`src/verilog/psf_consts.svh`:
```
// Constants of the program status flags block
`ifndef PSF_CONSTS_SVH
`define PSF_CONSTS_SVH

`define PSF_SFR_ADDR      8'hD0
`define PSF_RESET_VAL     8'h00
`define PSF_BIT_CARRY     3'h7
`define PSF_BIT_NIBBLE    3'h6
`define PSF_BIT_USER_A    3'h5
`define PSF_BIT_BANK_HI   3'h4
`define PSF_BIT_BANK_LO   3'h3
`define PSF_BIT_RANGE     3'h2
`define PSF_BIT_USER_B    3'h1
`define PSF_BIT_PARITY    3'h0
`define PSF_BITADDR_BASE  5'h1A
`define PSF_ZERO_BYTE     8'h00

`endif

```
`src/verilog/psf_pkg.sv`:
```
// Types of the program status flags block
package psf_pkg;
    typedef enum logic [2:0] {
        PSF_OP_NONE = 3'b000,
        PSF_OP_ADD  = 3'b001,
        PSF_OP_ADDC = 3'b010,
        PSF_OP_SUBB = 3'b011,
        PSF_OP_MUL  = 3'b100,
        PSF_OP_DIV  = 3'b101
    } psf_op_t;
endpackage

```
`src/verilog/psf_bank_addr.sv`:
```
// Register bank address forming for the low internal RAM
`timescale 1ns/1ns
`default_nettype none
`include "psf_consts.svh"
module psf_bank_addr #(
    parameter int REG_BITS  = 3,
    parameter int BANK_BITS = 2
) (
    input  wire logic                          clk,
    input  wire logic                          rst_n,
    input  wire logic [BANK_BITS-1:0]          bankSelect,
    input  wire logic [REG_BITS-1:0]           regIndex,
    output var  logic [BANK_BITS+REG_BITS-1:0] bankRegAddr
);
    initial begin
        if (REG_BITS != 3 || BANK_BITS != 2) begin
            $error("psf_bank_addr: four banks of eight registers only");
        end
    end

    wire logic [BANK_BITS+REG_BITS-1:0] bankRegAddr_next;

    assign bankRegAddr_next = {bankSelect, regIndex};

    always_ff @(posedge clk) begin
        if (!rst_n) begin
            bankRegAddr <= '0;
        end else begin
            bankRegAddr <= bankRegAddr_next;
        end
    end
endmodule // psf_bank_addr
`default_nettype wire

```
`src/verilog/psf_status_flags.sv`:
```
// Program status flags word with arithmetic flag update and bank selection
//
// Function
// - Bit 7 carry set on add carry or subtract borrow, else cleared.
// - Bit 6 nibble carry set on carry into or borrow from high nibble.
// - Bits 5 and 1 are software flags, hardware never changes them.
// - Bits 4:3 choose register bank 0 to 3.
// - Bit 2 set on signed overflow of add, add with carry, subtract.
// - Bit 2 also set when multiply product exceeds 255.
// - Add, subtract, multiply, divide clear bit 2 when no overflow.
// - Locations 0x00 to 0x1F form four banks of eight registers.
`timescale 1ns/1ns
`default_nettype none
`include "psf_consts.svh"
module psf_status_flags
    import psf_pkg::*;
#(
    parameter int DATA_W = 8
) (
    input  wire logic          clk,
    input  wire logic          rst_n,
    input  wire logic [7:0]    sfrAddr,
    input  wire logic          sfrWrite,
    input  wire logic [7:0]    sfrWrData,
    input  wire logic          sfrRead,
    input  wire logic          bitWrite,
    input  wire logic [7:0]    bitAddr,
    input  wire logic          bitWrData,
    input  wire logic          arithValid,
    input  wire psf_op_t       arithOp,
    input  wire logic [7:0]    operandA,
    input  wire logic [7:0]    operandB,
    input  wire logic [7:0]    accumulator,
    input  wire logic [2:0]    regIndex,
    output var  logic [7:0]    sfrRdData,
    output var  logic [7:0]    program_status_flags,
    output var  logic [4:0]    bankRegAddr
);
    initial begin
        if (DATA_W != 8) begin
            $error("psf_status_flags: byte-wide datapath only");
        end
    end

    ////////////////////////////////////////////////////////////////////////////
    // State

    logic [7:0] flags_reg;
    logic [7:0] flags_next;
    logic       parity_reg;
    logic [7:0] rdData_reg;
    logic [7:0] rdData_next;

    ////////////////////////////////////////////////////////////////////////////
    // Access decode

    wire logic       sfrHit;
    wire logic       byteWr;
    wire logic       bitHit;
    wire logic [4:0] bitByte;
    wire logic [2:0] bitPos;
    wire logic [7:0] bitWrEn;
    wire logic [7:0] swFlags;

    assign sfrHit  = (sfrAddr == `PSF_SFR_ADDR);
    assign byteWr  = sfrWrite && sfrHit;
    assign bitByte = bitAddr[7:3];
    assign bitPos  = bitAddr[2:0];
    assign bitHit  = bitWrite && (bitByte == `PSF_BITADDR_BASE);

    genvar gi;
    generate
        for (gi = 0; gi < 8; gi++) begin : g_bit
            assign bitWrEn[gi] = bitHit && (bitPos == 3'(gi));
            assign swFlags[gi] = byteWr      ? sfrWrData[gi] :
                                 bitWrEn[gi] ? bitWrData     : flags_reg[gi];
        end
    endgenerate

    ////////////////////////////////////////////////////////////////////////////
    // Arithmetic flag computation

    wire logic        opAdd;
    wire logic        opAddc;
    wire logic        opSubb;
    wire logic        opMul;
    wire logic        opDiv;
    wire logic        carryIn;
    wire logic        isAdd;
    wire logic        isSub;
    wire logic        isMul;
    wire logic        isDiv;
    wire logic        isArith;
    wire logic [8:0]  addSum;
    wire logic [4:0]  addNib;
    wire logic [8:0]  subDiff;
    wire logic [4:0]  subNib;
    wire logic [15:0] product;
    wire logic        addOv;
    wire logic        subOv;
    wire logic        mulOv;
    wire logic        divOv;
    wire logic        newCarry;
    wire logic        newNibble;
    wire logic        newRange;

    assign opAdd   = (arithOp == PSF_OP_ADD);
    assign opAddc  = (arithOp == PSF_OP_ADDC);
    assign opSubb  = (arithOp == PSF_OP_SUBB);
    assign opMul   = (arithOp == PSF_OP_MUL);
    assign opDiv   = (arithOp == PSF_OP_DIV);
    // Add with carry and subtract chain the carry left before this edge
    assign carryIn = opAdd ? 1'b0 : flags_reg[`PSF_BIT_CARRY];
    assign isAdd   = arithValid && (opAdd || opAddc);
    assign isSub   = arithValid && opSubb;
    assign isMul   = arithValid && opMul;
    assign isDiv   = arithValid && opDiv;
    assign isArith = isAdd || isSub || isMul || isDiv;

    assign addSum  = {1'b0, operandA} + {1'b0, operandB} + {8'h00, carryIn};
    assign addNib  = {1'b0, operandA[3:0]} + {1'b0, operandB[3:0]} + {4'h0, carryIn};
    assign subDiff = {1'b0, operandA} - {1'b0, operandB} - {8'h00, carryIn};
    assign subNib  = {1'b0, operandA[3:0]} - {1'b0, operandB[3:0]} - {4'h0, carryIn};
    assign product = {8'h00, operandA} * {8'h00, operandB};

    assign addOv = (operandA[7] == operandB[7]) && (addSum[7] != operandA[7]);
    assign subOv = (operandA[7] != operandB[7]) && (subDiff[7] != operandA[7]);
    assign mulOv = (product[15:8] != `PSF_ZERO_BYTE);
    assign divOv = (operandB == `PSF_ZERO_BYTE);

    assign newCarry  = isAdd ? addSum[8] : isSub ? subDiff[8] : 1'b0;
    assign newNibble = isAdd ? addNib[4] : isSub ? subNib[4] : 1'b0;
    assign newRange  = isAdd ? addOv : isSub ? subOv : isMul ? mulOv : divOv;

    ////////////////////////////////////////////////////////////////////////////
    // Next flag word

    always_comb begin
        flags_next = swFlags;
        if (isArith) begin
            flags_next[`PSF_BIT_CARRY]  = newCarry;
            flags_next[`PSF_BIT_NIBBLE] = newNibble;
            flags_next[`PSF_BIT_RANGE]  = newRange;
        end
        flags_next[`PSF_BIT_USER_A] = swFlags[`PSF_BIT_USER_A];
        flags_next[`PSF_BIT_USER_B] = swFlags[`PSF_BIT_USER_B];
        flags_next[`PSF_BIT_PARITY] = 1'b0;
    end

    wire logic       accParity;
    wire logic [7:0] wordNow;
    wire logic [7:0] word_next;

    assign accParity = ^accumulator;
    assign wordNow   = {flags_reg[`PSF_BIT_CARRY:`PSF_BIT_USER_B], parity_reg};
    assign word_next = {flags_next[`PSF_BIT_CARRY:`PSF_BIT_USER_B], accParity};

    // Read returns the word as it stands before this cycle's update
    assign rdData_next = (sfrRead && sfrHit) ? wordNow : `PSF_ZERO_BYTE;

    always_ff @(posedge clk) begin
        if (!rst_n) begin
            flags_reg <= `PSF_RESET_VAL;
        end else begin
            flags_reg <= flags_next;
        end
    end

    always_ff @(posedge clk) begin
        if (!rst_n) begin
            parity_reg <= 1'b0;
        end else begin
            parity_reg <= accParity;
        end
    end

    always_ff @(posedge clk) begin
        if (!rst_n) begin
            rdData_reg <= `PSF_ZERO_BYTE;
        end else begin
            rdData_reg <= rdData_next;
        end
    end

    ////////////////////////////////////////////////////////////////////////////
    // Outputs

    always_ff @(posedge clk) begin
        if (!rst_n) begin
            program_status_flags <= `PSF_RESET_VAL;
        end else begin
            program_status_flags <= word_next;
        end
    end

    assign sfrRdData = rdData_reg;

    wire logic [1:0] bankSelect;

    assign bankSelect = flags_reg[`PSF_BIT_BANK_HI:`PSF_BIT_BANK_LO];

    psf_bank_addr #(
        .REG_BITS  (3),
        .BANK_BITS (2)
    ) psf_bank_addr_inst (
        .clk         (clk),
        .rst_n       (rst_n),
        .bankSelect  (bankSelect),
        .regIndex    (regIndex),
        .bankRegAddr (bankRegAddr)
    );
endmodule // psf_status_flags
`default_nettype wire

```
`config.mk`:
```
export PLATFORM = sky130hd
export DESIGN_NAME = psf_status_flags
export DESIGN_NICKNAME = d
export VERILOG_FILES = /design/src/verilog/psf_pkg.sv /design/src/verilog/psf_bank_addr.sv /design/src/verilog/psf_status_flags.sv
export VERILOG_INCLUDE_DIRS = /design/src /design/src/verilog
export SDC_FILE = /design/constraint.sdc
export NUM_CORES = 1
export LEC_CHECK = 0
export CORE_ASPECT_RATIO = 1.5
export CORE_MARGIN = 5
export CORE_UTILIZATION = 48
export DETAILED_ROUTE_END_ITERATION = 16
export DONT_BUFFER_PORTS = 1
export GPL_ROUTABILITY_DRIVEN = 0
export SETUP_SLACK_MARGIN = 0.05
export SLEW_MARGIN = 20
export SYNTH_ARGS = -nofsm -noshare
export SYNTH_HDL_FRONTEND = slang
export SYNTH_HIERARCHICAL = 1
export SYNTH_SLANG_ARGS = --single-unit
export TNS_END_PERCENT = 100
```
`constraint.sdc`:
```
create_clock -name clk -period 7.2 [get_ports clk]
set_clock_uncertainty 0.2 [all_clocks]
set_input_delay 1.08 -clock clk [delete_from_list [all_inputs] [get_ports clk]]
set_output_delay 1.08 -clock clk [all_outputs]
set_load 0.02 [all_outputs]
```
==> reports/summary.txt <==
Max Fclk: 0.181 GHz
# setup viols final: 0
Area delta synth->final: 3.54%
Register area share after synthesis: 12.2%
Hold Path Origin: program_status_flags[0]
Die H: 114 um
Port bufs: 0
Post-synth EDFFs: 0
Worst r2r dst: flags_reg[2]
Area leader, netlist: fa_1
Crit Path Category: input pin to register
DR vias/cell: 5.51
Die Area: 9040 um2
Critical path endpoint: flags_reg[2]
Synth Warn #: 6
Tot GR Track Use: 17.2%
CP delay by family, top: adder cells
Net Count, Synth: 552
Critical Path Source: operandA[4]
FF-to-FF Start: flags_reg[7]
Async set-reset flop share out of synthesis: 0%
DRC Markers: 0
Crit start category: input pin
Pleak: 1.85 nW
Multi-input gate area: 2750 um2
Synth top area share: 21.4%
Number of global-route vias before repair: 2,781
Critical-path cell list: ha_1, fa_1, inv_1, fa_1, fa_1, fa_1, inv_1, ha_1, a21oi_1, nand2_1, a41oi_2, o21bai_2, mux2i_1, or4_1, o311a_1
Post-CTS resize count: 0
Top post-synthesis cells by area: fa_1 (21%), ha_1 (19%), dfxtp_1 (12%), inv_1 (7.6%), and2_1 (6.5%)
Fin Hold WS: 0.381 ns
Die extent in x: 79.3 um
CTS Hold Bufs: 0
Largest net degree at the start of global routing: 15
Clk slew on worst S/H paths: 0.07 ns
Initial antenna violation count: 0
Slew margin rel.: 62.3%
Fill cell count: 728
Synthesis-stage register bit count: 21
Top-count cell post-synth: inv_1
Tmin final: 5.52 ns
Reg2Reg Depth: 10
Final nets: 552
Worst Setup End Kind: register
Synth Flop Type: dfxtp_1
Peak supply drop: 0.113 mV
Crit-path slowest cell: fa_1
TritonCTS buffer count: 3
Critical Path AT: 5.47 ns
ANT nets after route: 0
Worst min-delay path class: register to register
Final Hold Viols: 0
Maximum fanout along the worst path: 7
Reg2reg setup slack: 4.32 ns
Most frequent CP cell: fa_1
First-pass GRT wire length: 12.5 mm
RSZ-0062 raised after global routing: false
Slew Viols, Final: 0
Critical Path RT: 7.15 ns
Starting Density: 48.5%
Row count: 38
Least-Margin Pin Slew: 0.560 ns
Setup bufs post-CTS: 0
Setup TNS: 0 ns
Post-Syn Instances: 402
Share of cells above drive strength 1: 3.74%
Register area: 420 um2
Mapped Area: 3460 um2
Pwr dens: 176 nW/um2
CP bufs+invs: 2
HPWL Detailed: 6.53 mm
Design Power: 0.630 mW
Synth cell types: 50
Core ar.: 7130 um2
First-pass iteration count of the detailed router: 4
Outcome: completed
Longest Clk Path Bufs: 2
Final period utilization: 76.6%
Htree depth: 1
Clock Latency Late Sink: 0.26 ns
Starting DRT DRC Count: 73
Wirelength per Cell: 15.5 um
Cell at the root of the clock tree: clkbuf_8
Drt total wl: 7.44 mm
TritonCTS clock tree: built
Ant diodes: 0
CTS sink cnt: 21
Synth cell count leaders: inv_1 (70), ha_1 (52), fa_1 (37)
Critical path depth: 15
Max reg flops: 8
Max incr delay on CP: 0.56 ns
Io pins: 82
Synth Area per Inst: 8.61 um2
Via count: 2,652
Total of max-cap violations: 0
Total grt overflow: 0
[worst reg2reg max path, cell delays in order (launching register included)]
cell and delay [ns]:
dfxtp_1 0.50, o21ai_0 0.26, fa_1 0.42, ha_1 0.28
nand2_1 0.06, a31o_2 0.24, a41o_1 0.21, xnor2_1 0.13
a31oi_1 0.10, o31ai_1 0.22, o311a_1 0.20
[cell usage in the layout, fill, tap and decap left out, types with 8 or more instances in the layout]
master   count
a21oi_1     12
nand3_1      8
xnor2_1     12
nor2_1      23
mux2i_1      9
and2_1      36
inv_1       70
fa_1        37
o21ai_0      8
dfxtp_1     21
nand2_1     34
ha_1        52
[kinds of logic after synthesis]
family                   share of synthesized area (%)
flip-flops                                        12.2
multiplexers                                      2.60
AND/OR/NAND/NOR                                   22.0
XOR/XNOR                                          4.05
buffers and inverters                             8.25
AO/OA/AOI/OAI                                     10.8
adder cells (fa/ha/maj)                           40.2
[how the worst min path moves through the flow]
| stage | slack, ns | endpoint | cells past startpoint |
|---|---|---|---|
| after CTS | 0.39 | sfrRdData[0] | 1 |
| after detailed placement | 0.37 | sfrRdData[0] | 1 |
| after global placement | 0.37 | sfrRdData[0] | 1 |
| after floorplan | 0.23 | sfrRdData[0] | 1 |
| after global routing | 0.39 | sfrRdData[0] | 1 |
| final | 0.38 | sfrRdData[0] | 1 |
[report_power, final]
| group | internal [mW] | leakage [nW] | switching [mW] |
|---|---|---|---|
| sequential | 0.120 | 0.171 | 0.00664 |
| clock | 0.0393 | 0.0228 | 0.0345 |
| combinational | 0.194 | 1.65 | 0.237 |
| total | 0.352 | 1.85 | 0.278 |
[final cells by class]
| type | instances | area share, % |
|---|---|---|
| Tap cell | 80 | 2.79 |
| Inverter | 70 | 7.33 |
| Multi-Input combinational cell | 306 | 76.9 |
| Clock buffer | 4 | 1.26 |
| Sequential cell | 21 | 11.7 |
[per-layer routing]
layer / up-vias / share of wire (%) / track usage, %
li1: 1316 / - / -
met1: 1267 / 38 / 18.6
met2: 59 / 55 / 34.1
met3: 10 / 4.9 / 2.13
met4: 0 / 1.7 / 4.70
met5: - / 0 / 0
[stage by stage]
stage / util [%] / area [um2] / setup slack (ns) / instances
6_report: 50.2 / 3580 / 1.68 / 481
5_1_grt: 50.2 / 3580 / 1.46 / 481
4_1_cts: 50.2 / 3580 / 1.64 / 481
3_5_place_dp: 49.6 / 3540 / 1.36 / 477
3_3_place_gp: 49.6 / 3540 / 1.40 / 477
2_1_floorplan: - / 3460 / 1.70 / 402
Note: power is estimated with default switching activity, not from simulation.
